--- config.mk ---
export PLATFORM = sky130hd
export DESIGN_NAME = mpc_periph_cfg
export DESIGN_NICKNAME = d
export VERILOG_FILES = /design/src/core/mpc_pkg.sv /design/src/core/mpc_cfg_decode.sv /design/src/core/mpc_periph_cfg.sv
export VERILOG_INCLUDE_DIRS = /design/src /design/src/core
export SDC_FILE = /design/constraint.sdc
export NUM_CORES = 1
export LEC_CHECK = 0
export ABC_AREA = 1
export BUFFER_PORTS_ARGS = -buffer_cell sky130_fd_sc_hd__buf_2
export CORE_MARGIN = 2
export CORE_UTILIZATION = 40
export DETAILED_ROUTE_END_ITERATION = 10
export PLACE_DENSITY = 0.68
export REMOVE_ABC_BUFFERS = 1
export SLEW_MARGIN = 30
export SYNTH_ARGS = -nofsm -noshare
export SYNTH_HDL_FRONTEND = slang
export SYNTH_SLANG_ARGS = --single-unit
--- constraint.sdc ---
create_clock -name clk -period 2.7 [get_ports clk]
set_input_delay 0.54 -clock clk [delete_from_list [all_inputs] [get_ports clk]]
set_output_delay 0.54 -clock clk [all_outputs]
set_load 0.02 [all_outputs]
--- src/core/mpc_defs.svh ---
// Offsets, field positions, reset values and codes of the motor peripheral configuration block.
// Assumes inclusion by bare name from every design file that needs it.
`ifndef MPC_DEFS_SVH
`define MPC_DEFS_SVH

// Register indices; byte address is four times the index.
`define MPC_CFG_INDEX 12'h0aa
`define MPC_STAT_INDEX 12'h0ab
`define MPC_CFG_ADDR 12'h2a8
`define MPC_STAT_ADDR 12'h2ac

`define MPC_CFG_RESET 32'h4000_0000
`define MPC_CFG_WMASK 32'h43fd_fe00

`define MPC_DITHER_DIS_BIT 30
`define MPC_ILIM_HI 25
`define MPC_ILIM_LO 22
`define MPC_ILIM_EN_BIT 21
`define MPC_DIRSRC_HI 20
`define MPC_DIRSRC_LO 19
`define MPC_DIRMODE_BIT 18
`define MPC_GAP_HI 16
`define MPC_GAP_LO 13
`define MPC_MOD_HI 12
`define MPC_MOD_LO 10
`define MPC_RANGE_BIT 9

// Highest legal current limit code; codes above it are reserved.
`define MPC_ILIM_MAX_CODE 4'hd
// Last speed gap code on the 5 percent grid.
`define MPC_GAP_FINE_LAST 4'ha

`endif

--- src/core/mpc_pkg.sv ---
// Types shared by the motor peripheral configuration block.
// Assumes mpc_defs.svh carries all numeric constants.
package mpc_pkg;

  typedef enum logic [1:0] {
    MPC_DIR_PIN0 = 2'b00,
    MPC_DIR_CW = 2'b01,
    MPC_DIR_CCW = 2'b10,
    MPC_DIR_PIN3 = 2'b11
  } mpc_dir_src_e;

  typedef struct packed {
    logic ditherDisable;
    logic [3:0] currentLimitCode;
    logic currentLimitEnable;
    mpc_dir_src_e dirSource;
    logic dirChangeReverse;
    logic [3:0] brakeSpeedGapCode;
    logic [2:0] brakeModulationCode;
    logic lowSpeedRange;
  } mpc_cfg_s;

  typedef struct packed {
    logic clockDither;
    logic currentLimitActive;
    logic [5:0] currentLimitSteps;
    logic dirCcw;
    logic [6:0] brakeSpeedGapThresh;
    logic [6:0] brakeModulationThresh;
    logic brakeAllowed;
    logic lowSpeedRange;
    logic reservedCode;
  } mpc_ctl_s;

endpackage : mpc_pkg

--- src/core/mpc_cfg_decode.sv ---
// Turns the configuration fields into control values for the motor core.
// Assumes its inputs share clk; the direction pin arrives already synchronised.
`timescale 1ns/1ps
`include "mpc_defs.svh"

module mpc_cfg_decode (
  input wire logic clk,
  input wire logic rst,
  input mpc_pkg::mpc_cfg_s cfg,
  input wire logic dirPinSync,
  input wire logic [6:0] speedGapPct,
  input wire logic [6:0] modIndexPct,
  output mpc_pkg::mpc_ctl_s ctl
);

  // Current limit in steps of 0.078125 A: codes 0 and 1 give 1 and 2, then 4 per code.
  function automatic logic [5:0] ilimSteps(input logic [3:0] code);
    logic [5:0] steps;
    steps = 6'h00;
    if (code == 4'h0) begin
      steps = 6'h01;
    end else if (code == 4'h1) begin
      steps = 6'h02;
    end else begin
      steps = {code - 4'h1, 2'b00};
    end
    return steps;
  endfunction : ilimSteps

  // Code 0 is reserved and yields 0, which never lets braking start.
  function automatic logic [6:0] gapPct(input logic [3:0] code);
    logic [6:0] pct;
    pct = 7'h00;
    if (code <= `MPC_GAP_FINE_LAST) begin
      pct = 7'(code) * 7'h05;
    end else begin
      pct = (7'(code) - 7'h05) * 7'h0a;
    end
    return pct;
  endfunction : gapPct

  function automatic logic [6:0] modPct(input logic [2:0] code);
    logic [6:0] pct;
    pct = 7'h00;
    if (code != 3'h0) begin
      pct = 7'h1e + 7'(code) * 7'h0a;
    end
    return pct;
  endfunction : modPct

  wire logic ilimLegal = cfg.currentLimitCode <= `MPC_ILIM_MAX_CODE;
  wire logic [6:0] gapThresh = gapPct(cfg.brakeSpeedGapCode);
  wire logic [6:0] modThresh = modPct(cfg.brakeModulationCode);
  wire logic dirFromPin = (cfg.dirSource == mpc_pkg::MPC_DIR_PIN0) || (cfg.dirSource == mpc_pkg::MPC_DIR_PIN3);
  wire logic dirCcwNxt = dirFromPin ? dirPinSync : (cfg.dirSource == mpc_pkg::MPC_DIR_CCW);
  wire logic brakeNxt = (speedGapPct < gapThresh) && (modIndexPct < modThresh);
  mpc_pkg::mpc_ctl_s ctl_r;
  mpc_pkg::mpc_ctl_s ctl_nxt;

  always_comb begin
    ctl_nxt.clockDither = ~cfg.ditherDisable;
    // Reserved limit codes disable limiting rather than guessing a value.
    ctl_nxt.currentLimitActive = cfg.currentLimitEnable && ilimLegal;
    ctl_nxt.currentLimitSteps = ilimSteps(cfg.currentLimitCode);
    ctl_nxt.dirCcw = dirCcwNxt;
    ctl_nxt.brakeSpeedGapThresh = gapThresh;
    ctl_nxt.brakeModulationThresh = modThresh;
    ctl_nxt.brakeAllowed = brakeNxt;
    ctl_nxt.lowSpeedRange = cfg.lowSpeedRange;
    ctl_nxt.reservedCode = ~ilimLegal || (cfg.brakeSpeedGapCode == 4'h0);
  end

  always_ff @(posedge clk or posedge rst) begin
    if (rst) begin
      ctl_r <= '0;
    end else begin
      ctl_r <= ctl_nxt;
    end
  end

  assign ctl = ctl_r;

endmodule : mpc_cfg_decode

--- src/core/mpc_periph_cfg.sv ---
// Peripheral configuration register of the motor controller with its APB slave.
// Assumes an APB master on clk; the direction pin is asynchronous to clk.
`timescale 1ns/1ps
`include "mpc_defs.svh"

// Notes on behaviour
// - Bit 30 set disables clock dithering; it resets to one.
// - Bit 21 enables bus current limit at the level coded in bits 25-22.
// - Bits 20-19 pick direction: pin, forced clockwise, or forced counter-clockwise.
// - Bit 18 picks stop plus speed detect, or reverse drive, on direction change.
// - Braking only when speed gap is below threshold from bits 16-13.
// - Braking only when modulation index is below limit from bits 12-10.
// - Bit 9 selects low or high frequency range of duty speed input.
module mpc_periph_cfg #(
  parameter int ADDR_W = 12
) (
  input wire logic clk,
  input wire logic rst,
  input wire logic psel,
  input wire logic penable,
  input wire logic pwrite,
  input wire logic [ADDR_W-1:0] paddr,
  input wire logic [31:0] pwdata,
  input wire logic [3:0] pstrb,
  output logic [31:0] prdata,
  output logic pready,
  output logic pslverr,
  input wire logic dirPin,
  input wire logic [6:0] speedGapPct,
  input wire logic [6:0] modIndexPct,
  output logic clockDither,
  output logic currentLimitActive,
  output logic [5:0] currentLimitSteps,
  output logic dirCcw,
  output logic [6:0] brakeSpeedGapThresh,
  output logic [6:0] brakeModulationThresh,
  output logic brakeAllowed,
  output logic lowSpeedRange,
  output logic dirChangeStopStart,
  output logic dirChangeReverseStart
);

  logic [31:0] cfg_r;
  logic [31:0] cfg_nxt;
  logic [31:0] prdata_r;
  logic [31:0] prdata_nxt;
  logic pslverr_r;
  logic dirMeta_r;
  logic dirSync_r;
  logic dirCcwPrev_r;
  logic armed_r;
  logic stopPulse_r;
  logic revPulse_r;
  mpc_pkg::mpc_cfg_s cfgFields;
  mpc_pkg::mpc_ctl_s ctl;

  // Bus decode. The slave never stalls, so every access ends in its first access cycle.
  wire logic setup = psel && !penable;
  wire logic access = psel && penable;
  wire logic [ADDR_W-1:0] cfgAddr = ADDR_W'(`MPC_CFG_ADDR);
  wire logic [ADDR_W-1:0] statAddr = ADDR_W'(`MPC_STAT_ADDR);
  wire logic hitCfg = paddr == cfgAddr;
  wire logic hitStat = paddr == statAddr;
  wire logic hitAny = hitCfg || hitStat;
  wire logic cfgWrite = access && pwrite && hitCfg;
  wire logic [31:0] laneMask = {{8{pstrb[3]}}, {8{pstrb[2]}}, {8{pstrb[1]}}, {8{pstrb[0]}}};
  wire logic [31:0] wrMask = laneMask & `MPC_CFG_WMASK;

  // Status word: block state visible to software.
  wire logic [31:0] statusWord = {9'h000, ctl.brakeModulationThresh, 1'b0, ctl.brakeSpeedGapThresh,
    ctl.reservedCode, ctl.brakeAllowed, ctl.dirCcw, ctl.currentLimitActive, ctl.clockDither,
    ctl.lowSpeedRange, armed_r, 1'b0};

  always_comb begin
    cfg_nxt = cfg_r;
    if (cfgWrite) begin
      cfg_nxt = (cfg_r & ~wrMask) | (pwdata & wrMask);
    end
  end

  always_comb begin
    prdata_nxt = prdata_r;
    if (setup && !pwrite) begin
      prdata_nxt = 32'h0000_0000;
      if (hitCfg) begin
        prdata_nxt = cfg_r & `MPC_CFG_WMASK;
      end else if (hitStat) begin
        prdata_nxt = statusWord;
      end
    end
  end

  always_ff @(posedge clk or posedge rst) begin
    if (rst) begin
      cfg_r <= `MPC_CFG_RESET;
    end else begin
      cfg_r <= cfg_nxt;
    end
  end

  always_ff @(posedge clk or posedge rst) begin
    if (rst) begin
      prdata_r <= 32'h0000_0000;
      pslverr_r <= 1'b0;
    end else begin
      prdata_r <= prdata_nxt;
      if (setup) begin
        pslverr_r <= !hitAny || (pwrite && hitStat);
      end
    end
  end

  assign prdata = prdata_r;
  assign pready = 1'b1;
  assign pslverr = pslverr_r && access;

  // Field view of the stored word.
  assign cfgFields.ditherDisable = cfg_r[`MPC_DITHER_DIS_BIT];
  assign cfgFields.currentLimitCode = cfg_r[`MPC_ILIM_HI:`MPC_ILIM_LO];
  assign cfgFields.currentLimitEnable = cfg_r[`MPC_ILIM_EN_BIT];
  assign cfgFields.dirSource = mpc_pkg::mpc_dir_src_e'(cfg_r[`MPC_DIRSRC_HI:`MPC_DIRSRC_LO]);
  assign cfgFields.dirChangeReverse = cfg_r[`MPC_DIRMODE_BIT];
  assign cfgFields.brakeSpeedGapCode = cfg_r[`MPC_GAP_HI:`MPC_GAP_LO];
  assign cfgFields.brakeModulationCode = cfg_r[`MPC_MOD_HI:`MPC_MOD_LO];
  assign cfgFields.lowSpeedRange = cfg_r[`MPC_RANGE_BIT];

  // The pin is asynchronous; only the second stage is read by logic.
  always_ff @(posedge clk or posedge rst) begin
    if (rst) begin
      dirMeta_r <= 1'b0;
      dirSync_r <= 1'b0;
    end else begin
      dirMeta_r <= dirPin;
      dirSync_r <= dirMeta_r;
    end
  end

  mpc_cfg_decode u_decode (
    .clk(clk),
    .rst(rst),
    .cfg(cfgFields),
    .dirPinSync(dirSync_r),
    .speedGapPct(speedGapPct),
    .modIndexPct(modIndexPct),
    .ctl(ctl)
  );

  // A change of the effective direction starts one of two sequences in the motor core.
  // The first cycle after reset only captures the reset value of ctl.dirCcw, so a pin high at reset still gives a start pulse on the fourth edge.
  wire logic dirChanged = armed_r && (ctl.dirCcw != dirCcwPrev_r);

  always_ff @(posedge clk or posedge rst) begin
    if (rst) begin
      dirCcwPrev_r <= 1'b0;
      armed_r <= 1'b0;
      stopPulse_r <= 1'b0;
      revPulse_r <= 1'b0;
    end else begin
      dirCcwPrev_r <= ctl.dirCcw;
      armed_r <= 1'b1;
      stopPulse_r <= dirChanged && !cfgFields.dirChangeReverse;
      revPulse_r <= dirChanged && cfgFields.dirChangeReverse;
    end
  end

  assign clockDither = ctl.clockDither;
  assign currentLimitActive = ctl.currentLimitActive;
  assign currentLimitSteps = ctl.currentLimitSteps;
  assign dirCcw = ctl.dirCcw;
  assign brakeSpeedGapThresh = ctl.brakeSpeedGapThresh;
  assign brakeModulationThresh = ctl.brakeModulationThresh;
  assign brakeAllowed = ctl.brakeAllowed;
  assign lowSpeedRange = ctl.lowSpeedRange;
  assign dirChangeStopStart = stopPulse_r;
  assign dirChangeReverseStart = revPulse_r;

endmodule : mpc_periph_cfg

==> results of run 1 <==
[synth_stat cells, types with 2 or more instances]
master / number / area share [%]
nor2_2: 2 / 0.31
conb_1: 2 / 0.19
dfrtp_1: 74 / 46
or2_1: 2 / 0.31
nor3_1: 2 / 0.25
a21o_1: 2 / 0.37
inv_1: 54 / 5.0
nor2_1: 24 / 2.2
nand3_2: 3 / 0.74
o21ai_0: 12 / 1.5
xor2_1: 2 / 0.43
buf_4: 31 / 5.8
a21oi_1: 7 / 0.87
buf_2: 6 / 0.74
nor2_4: 3 / 0.84
nand2_2: 3 / 0.47
ha_1: 26 / 8.1
nand3_1: 36 / 4.5
o21ai_1: 5 / 0.62
inv_2: 4 / 0.37
nor4_1: 2 / 0.31
buf_6: 3 / 0.84
nand4_1: 28 / 4.3
nand2_1: 121 / 11
[kinds of logic (layout without fill, tap and decap cells)]
kind of cell | after synthesis | in the layout
adders and majority gates | 27 | 27
and+or+nand+nor | 232 | 232
other | 2 | 9
xor gates and xnor gates | 3 | 3
DFF | 75 | 75
AOI/OAI and AO/OA | 28 | 28
muxes | 1 | 1
buffers and inverters | 101 | 194
[repair_timing]
| item | in CTS | in global routing |
|---|---|---|
| setup endpoints to repair | 1 | 1 |
| buffers inserted | 3 | 1 |
| gates resized for setup | 7 | 9 |
| pin swaps | 5 | 9 |
| hold buffers | 0 | 0 |
[cell type report]
type                       instances  area (sq um)
timing repair buffer             118           648
inverter                          60           226
clock buffer                      11           141
sequential                        75          1880
fill                             940          4970
clock inverter                     5          28.8
tap                              133           166
multi-input combinational        300          1710
[routing by layer]
| metal | vias up | GRT usage [%] |
|---|---|---|
| met5 | - | 0 |
| met4 | 0 | 8.40 |
| met3 | 16 | 3.20 |
| met2 | 108 | 29.7 |
| met1 | 1590 | 24.8 |
| li1 | 1663 | - |
[worst paths after layout]
check / end / slack [ps] / cells after the start
setup / recovery: u_decode.ctl[2]$_DFF_PP0_ / 20 / 18
hold / removal: prdata[24]$_DFFE_PP0P_ / 210 / 2
setup reg to reg: u_decode.ctl[2]$_DFF_PP0_ / 20 / 18
hold reg to reg: dirSync_r$_DFF_PP0_ / 360 / 0
max in group asynchronous: asynchronous set/reset pin / 1840 / 3
min in group clk: dirMeta_r$_DFF_PP0_ / 330 / 1
[power by group through the flow]
stage / clock network (mW) / logic [mW] / registers, mW
floorplan: 0 / 0.0713 / 1.16
detailed placement: 0 / 0.151 / 1.15
CTS: 0.774 / 0.153 / 1.13
finish: 0.750 / 0.151 / 1.13
global route: 0.815 / 0.172 / 1.13
global placement: 0 / 0.148 / 1.15
==> results.toml, run 1 <==
[route]
met1_length_mm = 4.34
dr_wl_met3_microns = 495
wl_met2_mm = 4.71
route.detailed.drc = 0
drtIter0Drc = 164
highest_layer = "met4"
wl_per_cell_microns = 13.9
antenna_left = 0
totalWireLength_mm = 9.74
dr.pass1.iters = 4
via_per_inst = 4.81
vias = 3377

[placed_design]
place_inst = 682
placed_cell_area_sq_mm = 0.00454
gp_congestion = 0.863
hpwl_mm = 7.16
port_buffers = 103
post-place-ws_ps = -125

[layout]
fin_area_sq_mm = 0.00480
final_core_util_pct = 49.1
diodes = 0
drive_gt1_share_pct = 29.0
layout_common_cells = "nand2_1, buf_2, dfrtp_1, inv_1, nand3_1"
fin_nets = 659
fin_cells = 702
area_delta_synth_final_pct = 19.0
final_common_cell = "nand2_1"

[sta]
worst_slack_ps = 23.2
timing_hold_violations_final = 0
fmax_mhz = 374
relSlewSlack_pct = 65.5
skew_ps = 8.19
rsz0062_at_grt = "yes"
finalSetupViolations = 0
tightest_slew_ps = 516
period_needed_ps = 2680
slew_viol_final = 0
whs_ps = 212
fin_setup_tns_ps = 0
min_period_over_period_pct = 99.1

[global_routing]
overflow = 0
grtUsageTotal_pct = 18.6
antenna_found_initial = 0
grt_pass1_vias = 3302
grt_pass1_wl_mm = 15.9
grt_max_degree = 36

[pwr]
p_sw_share_pct = 24.5
total_power_mw = 2.03
ir_drop_uv = 169
p_sw_mw = 0.499
pwr-share-clk_pct = 36.9
p_int_mw = 1.53
seqPwrFrac_pct = 55.7
p_comb_share_pct = 7.4
pwr_density_cell_mw_per_mm2 = 423
leakagePower_nw = 2.75

[floorplanning]
die_area_sq_mm = 0.0109
fp.dieH_microns = 104
pin_count = 129
fp.dieW_microns = 104
fp-row-count = 36
core_sq_mm = 0.00977
start_util_pct = 41.3

[min_path]
min_path_type = "in -> async"

[setup_path]
path_buf_inv = 2
crit_chain = "inv_2 -> ha_4 -> or2_1 -> and2_4 -> ha_4 -> ha_4 -> xnor2_2 -> nand3_1 -> nand2_1 -> inv_1 -> nand2_1 -> o21ai_2 -> ha_1 -> nand2_1 -> a21oi_1 -> nor3_1 -> nand2_1 -> nor2_1"
max_stage_delay_ps = 410
critPathMaxFanout = 3
cp-start-kind = "flop"
cp_slowest_cell = "dfrtp_1"
crit_arrival_ps = 2970
crit_top_cell = "nand2_1"
cpLargestDelayFamily = "simple AND/OR/NAND/NOR gates"
cp_data_required_time_ps = 2990
criticalPathCategory = "reg -> reg"
crit_path_end_kind = "flop"

[clocking]
htree_levels = 3
clockRootBuffer = "clkbuf_8"
cts_buffers = 9
clk_latency_ps = 360
clkSinkCount = 75
cts.clk_slew.worst_paths_ps = 70
cts.path.max_buffers = 2
cts_tree = "yes"

[logic_synthesis]
synthAdderAreaFrac_pct = 8.56
synth.area.mux_share_pct = 0.279
syn_inst = 469
netlist_area_sq_mm = 0.00404
synth_warnings = 0
yosys.area_share.simple_pct = 27.1
synth-xor-area-share_pct = 0.651
ys_ff_latch = 75
synth_top_flop_cell = "dfrtp_1"
async_flop_share_pct = 100
postSynthAreaPerCell_sq_um = 8.61
synth_edf_count = 0
synth_top_family_by_area = "simple AND/OR/NAND/NOR gates"
synth_compound_area_share_pct = 3.69
yosysSeqAreaShare_pct = 46.5
yosysUniqueCellTypes = 39

[job]
maxCapViolations = 0

[status]
outcome = "finished, final reports clean"
(Power assumes the default switching activity.)
==> run 2, diff against run 1 <==
--- a/config.mk
+++ b/config.mk
@@ -10,6 +10,7 @@
 export BUFFER_PORTS_ARGS = -buffer_cell sky130_fd_sc_hd__buf_2
 export CORE_MARGIN = 2
 export CORE_UTILIZATION = 40
+export CTS_CLUSTER_SIZE = 12
 export DETAILED_ROUTE_END_ITERATION = 10
 export PLACE_DENSITY = 0.68
 export REMOVE_ABC_BUFFERS = 1
==> constraint.sdc (replaced) <==
create_clock -name clk -period 2.1 [get_ports clk]
set_input_delay 0.42 -clock clk [delete_from_list [all_inputs] [get_ports clk]]
set_output_delay 0.42 -clock clk [all_outputs]
set_load 0.02 [all_outputs]
==> run 2 against run 1 <==
  * The run now ends with setup timing left
  * Largest power group unchanged
  * Power increased by 32%
  * Critical path type unchanged
  * Via count increased by 3.2%
  * Count of clock-buffer cells in the layout increased by 3
  * Sequential share of layout area decreased by 1.7 points
  * Cell count increased by 3.0%
  * Worst hold slack got worse by 64 ps
  * Die area unchanged
  * Critical path depth decreased by 4
  * Combinational power increased by 32%
  * Core utilization increased by 2.3 points
  * Worst setup slack got worse by 520 ps
  * Largest cell class unchanged
  * Non-clock buffer count increased by 21
==> results.toml, run 2 (synthesized netlist as in run 1, its figures left out) <==
[clocking]
cts.path.max_buffers = 2
clockRootBuffer = "clkbuf_8"
cts_tree = "yes"
clkSinkCount = 75
holdBufCountCts = 0
cts_buffers = 9
clk_latency_ps = 350
cts.clk_slew.worst_paths_ps = 80
htree_levels = 3

[job]
maxCapViolations = 0

[placed_design]
gp_congestion = 0.862
hpwl_mm = 7.33
port_buffers = 103

[pwr]
leakagePower_nw = 2.84
ir_drop_uv = 251
seqPwrFrac_pct = 54.4
p_int_mw = 2.02
p_sw_mw = 0.663
p_comb_share_pct = 7.5
pwr_density_cell_mw_per_mm2 = 533
pwr-share-clk_pct = 38.2
p_sw_share_pct = 24.8
total_power_mw = 2.68

[route]
wl_per_cell_microns = 14.2
dr.pass1.iters = 4
totalWireLength_mm = 10.3
via_per_inst = 4.82
vias = 3485
antenna_left = 0
route.detailed.drc = 0
drtIter0Drc = 178

[min_path]
min_path_type = "in -> async"

[sta]
slew_viol_final = 0
worst_slack_ps = -502
min_period_over_period_pct = 124
fmax_mhz = 384
period_needed_ps = 2600
finalSetupViolations = 2
skew_ps = 11.2
rsz0062_at_grt = "yes"
tightest_slew_ps = 507
relSlewSlack_pct = 66.2
whs_ps = 148
timing_hold_violations_final = 0

[status]
outcome = "finished, violations left"
violations = "setup timing"

[floorplanning]
fp-row-count = 36
pin_count = 129
fp.dieH_microns = 104
core_sq_mm = 0.00977
die_area_sq_mm = 0.0109
start_util_pct = 41.3
fp.dieW_microns = 104

[layout]
area_delta_synth_final_pct = 24.5
drive_gt1_share_pct = 33.9
layout_common_cells = "nand2_1, buf_2, dfrtp_1, inv_1, nand3_1"
fin_nets = 680
diodes = 0
final_core_util_pct = 51.4
final_common_cell = "nand2_1"

[global_routing]
antenna_found_initial = 0
grt_pass1_wl_mm = 16.9
grtUsageTotal_pct = 19.5
grt_max_degree = 76
grt_pass1_vias = 3519
overflow = 0

[setup_path]
ff2ff_path_depth = 14
cp_slowest_cell = "fa_2"
max_stage_delay_ps = 570
cp_data_required_time_ps = 2390
ff2ff_setup_slack_ps = -500
crit_arrival_ps = 2890
criticalPathCategory = "reg -> reg"
cp_num_cells = 14
critPathMaxFanout = 4
crit_path_end_kind = "flop"
path_buf_inv = 4
cpLargestDelayFamily = "adder cells"
crit_chain = "buf_4 -> buf_4 -> ha_2 -> ha_4 -> fa_2 -> inv_2 -> o21ai_2 -> inv_2 -> ha_4 -> nand2_2 -> a21oi_2 -> nor3_2 -> nand2_1 -> nor2_1"
cp-start-kind = "flop"
==> run 2: cell types whose count changed in the layout (fill, tap and decap cells not counted), sizes merged <==
| cell | change |
|---|---|
| clkinv | -4 |
| clkinvlp | +1 |
| buf | +21 |
| clkbuf | +3 |
==> run 2: worst paths after layout <==
| kind | startpoint | to |
|---|---|---|
| min in group clk | dirPin | dirMeta_r$_DFF_PP0_ |
| setup reg to reg | flop | u_decode.ctl[2]$_DFF_PP0_ |
| max in group asynchronous | rst | asynchronous set/reset pin |
| hold reg to reg | dirMeta_r$_DFF_PP0_ | dirSync_r$_DFF_PP0_ |
| setup / recovery | flop | u_decode.ctl[2]$_DFF_PP0_ |
| hold / removal | rst | asynchronous set/reset pin |
==> run 2: area by class of cell <==
class,instances,area [sq um]
multi-input cells,300,1780
clock buffers,14,163
inverters,60,226
repair buffers,139,802
well taps,133,166
clock inverters,2,12.5
fillers,945,4750
flip-flops and latches,75,1880
==> run 2: per-layer routing <==
| metal | vias to the layer above | wire [microns] | global-route usage [%] |
|---|---|---|---|
| li1 | 1704 | - | - |
| met1 | 1645 | 4460 | 25.3 |
| met2 | 117 | 4980 | 33.1 |
| met3 | 19 | 606 | 2.82 |
| met4 | 0 | 212 | 7.43 |
| met5 | - | 0 | 0 |
==> run 2: metrics by stage <==
step                      area (sq um)  setup TNS (ps)  cells  setup slack [ps]
after detailed placement          4680            -730    701              -730
after CTS                         4940            -572    722              -542
after floorplan                   3760          -17450    435              -559
after global routing              5020            -694    723              -639
final                             5020            -517    723              -502
after global placement            4680            -569    701              -569
==> run 2: tightest hold or removal path: stages <==
cell and delay (ps):
buf_2 100, inv_2 60, buf_12 330
==> run 2: timing repair <==
| item | in CTS | in global routing |
|---|---|---|
| gates resized for setup | 11 | 19 |
| hold endpoints to repair | 0 | 0 |
| endpoints found under the setup margin | 1 | 2 |
| buffers inserted | 5 | 1 |
| pin swaps | 11 | 15 |
==> run 2: power groups by stage <==
stage | clock (mW) | combinational (mW) | sequential [mW]
final | 1.02 | 0.200 | 1.46
after global routing | 1.08 | 0.226 | 1.46
after detailed placement | 0 | 0.195 | 1.48
after global placement | 0 | 0.189 | 1.48
after floorplan | 0 | 0.0917 | 1.49
after CTS | 1.03 | 0.197 | 1.46
==> run 3, diff against run 2 <==
--- a/config.mk
+++ b/config.mk
@@ -6,13 +6,11 @@
 export SDC_FILE = /design/constraint.sdc
 export NUM_CORES = 1
 export LEC_CHECK = 0
-export ABC_AREA = 1
-export BUFFER_PORTS_ARGS = -buffer_cell sky130_fd_sc_hd__buf_2
 export CORE_MARGIN = 2
 export CORE_UTILIZATION = 40
 export CTS_CLUSTER_SIZE = 12
 export DETAILED_ROUTE_END_ITERATION = 10
-export PLACE_DENSITY = 0.68
+export DONT_BUFFER_PORTS = 1
 export REMOVE_ABC_BUFFERS = 1
 export SLEW_MARGIN = 30
 export SYNTH_ARGS = -nofsm -noshare
==> run 3 against run 2 <==
  * The flow still finishes with violations (setup timing)
  * Core utilization fell by 4.2 points
  * Synthesized area fell by 6.5%
  * Clock power increased by 32%
  * Critical path type unchanged
  * Largest cell class unchanged
  * Highest routed layer unchanged
==> results.toml, run 3 <==
[placed_design]
gp_congestion = 0.877
hpwl_mm = 5.90
port_buffers = 0
placed_cell_area_sq_mm = 0.00394
place_inst = 440

[global_routing]
grt_max_degree = 43
grtUsageTotal_pct = 15.9
grt_pass1_wl_mm = 12.3
antenna_found_initial = 0
grt_pass1_vias = 2365
overflow = 0

[pwr]
ir_drop_uv = 248
leakagePower_nw = 2.14
pwr_density_cell_mw_per_mm2 = 672

[layout]
layout_common_cells = "dfrtp_1, buf_4, nand2_1, ha_1, mux2_2"
final_common_cell = "dfrtp_1"
area_delta_synth_final_pct = 14.9
final_core_util_pct = 47.2
fin_nets = 439
drive_gt1_share_pct = 30.5
fin_area_sq_mm = 0.00434
diodes = 0
fin_cells = 459
fillers = 818

[logic_synthesis]
synth_edf_count = 0
ys_top_cells_by_count = "dfrtp_1, buf_4, ha_1, nand2_1, mux2_2"
synth_top_area_share_pct = 49.1
synth_top_flop_cell = "dfrtp_1"
async_flop_share_pct = 100
syn_inst = 326
synth.area.top_cells = "dfrtp_1, ha_1, mux2_2"
netlist_area_sq_mm = 0.00377
yosysUniqueCellTypes = 53
synth_warnings = 0
ys_ff_latch = 75
synth_most_common_cell = "dfrtp_1"
yosysSeqAreaShare_pct = 49.8
synth_top_cell_by_area = "dfrtp_1"
postSynthAreaPerCell_sq_um = 11.6

[setup_path]
critPathMaxFanout = 4
crit_arrival_ps = 3080
crit_path_end_kind = "flop"
criticalPathCategory = "reg -> reg"
cp-start-kind = "flop"
cp_data_required_time_ps = 2360

[route]
totalWireLength_mm = 7.81
wl_per_cell_microns = 17.0
dr.pass1.iters = 4
route.detailed.drc = 0
drtIter0Drc = 39
antenna_left = 0
vias = 2336
via_per_inst = 5.09

[clocking]
cts.clk_slew.worst_paths_ps = 80
cts.path.max_buffers = 2
cts_tree = "yes"
htree_levels = 3
clockRootBuffer = "clkbuf_8"
clk_latency_ps = 340
clkSinkCount = 75
cts_buffers = 9

[sta]
min_period_over_period_pct = 134
timing_hold_violations_final = 0
worst_slack_ps = -717
relSlewSlack_pct = 65.3
fmax_mhz = 355
slew_viol_final = 0
tightest_slew_ps = 520
whs_ps = 44.7
skew_ps = 6.76
finalSetupViolations = 1
fin_setup_tns_ps = -717
rsz0062_at_grt = "yes"
period_needed_ps = 2820

[job]
maxCapViolations = 0

[status]
violations = "setup timing"
outcome = "finished, violations left"

[min_path]
min_path_type = "in -> async"

[floorplanning]
core_sq_mm = 0.00920
pin_count = 129
die_area_sq_mm = 0.0102
start_util_pct = 41.0
fp.dieH_microns = 101
fp.dieW_microns = 101
fp-row-count = 35
-- run 3: per-stage QoR --
step,total power [mW],setup WS [ps]
final,2.92,-717
after global routing,3.03,-826
after CTS,2.95,-786
after detailed placement,1.59,-855
after global placement,1.59,-818
after floorplan,1.56,-803
-- run 3: cell type report --
type                            count  area, sq um  area share, %
Tap cell                          111          139           3.20
Timing Repair Buffer               37          282           6.49
Clock buffer                       11          151           3.49
Sequential cell                    75         1880           43.3
Inverter                           18         68.8           1.59
Multi-Input combinational cell    203         1720           39.7
Clock inverter                      4         97.6           2.25
-- run 3: metal layers --
metal / share of wire (%) / global-route usage (%) / routed length (microns)
met5: 0 / 0 / 0
met4: 1.7 / 7.28 / 134
met3: 6.3 / 5.66 / 493
met2: 49 / 25.4 / 3860
met1: 43 / 19.4 / 3320
-- run 3: kinds of logic (layout without fill, tap and decap cells) --
logic type	count (synthesis)	count (layout)	synth area share (%)
muxes	34	34	9.68
DFF	75	75	49.8
buffers and inverters	55	70	8.39
and+or+nand+nor	71	71	10.4
other	2	9	0.199
AOI/OAI and AO/OA	56	56	11.0
xor gates and xnor gates	6	6	1.39
adders and majority gates	27	27	9.15
-- run 3: final timing paths --
check	startpoint	end	slack (ps)	cells past startpoint
hold reg to reg	dirMeta_r$_DFF_PP0_	dirSync_r$_DFF_PP0_	350	0
hold / removal	rst	prdata[1]$_DFFE_PP0P_	40	2
setup reg to reg	flop	u_decode.ctl[2]$_DFF_PP0_	-720	10
setup / recovery	flop	u_decode.ctl[2]$_DFF_PP0_	-720	10
max in group asynchronous	rst	asynchronous set/reset pin	1640	2
min in group clk	dirPin	dirMeta_r$_DFF_PP0_	110	0
-- run 3: where the power goes --
part | leakage (nW) | switching (mW) | internal (mW)
Combinational | 1.01 | 0.0683 | 0.0351
Clock | 0.122 | 0.503 | 0.848
Sequential | 1.01 | 0.0103 | 1.45
-- run 3: timing repair --
action | 4_1_cts | 5_1_grt
setup endpoints to repair | 1 | 1
pin swaps | 5 | 8
gates resized for setup | 4 | 17
hold buffers | 0 | 0
setup buffers | 2 | 2
cloned | 0 | 0
-- run 3: worst max-delay path, stage by stage, from the launching register on --
cell and delay (ps):
dfrtp_1 450, ha_1 310, ha_2 190, fa_1 430
mux2_4 280, inv_1 60, ha_1 210, and3_4 170
a211o_1 240, a221o_1 250, nor3_1 160
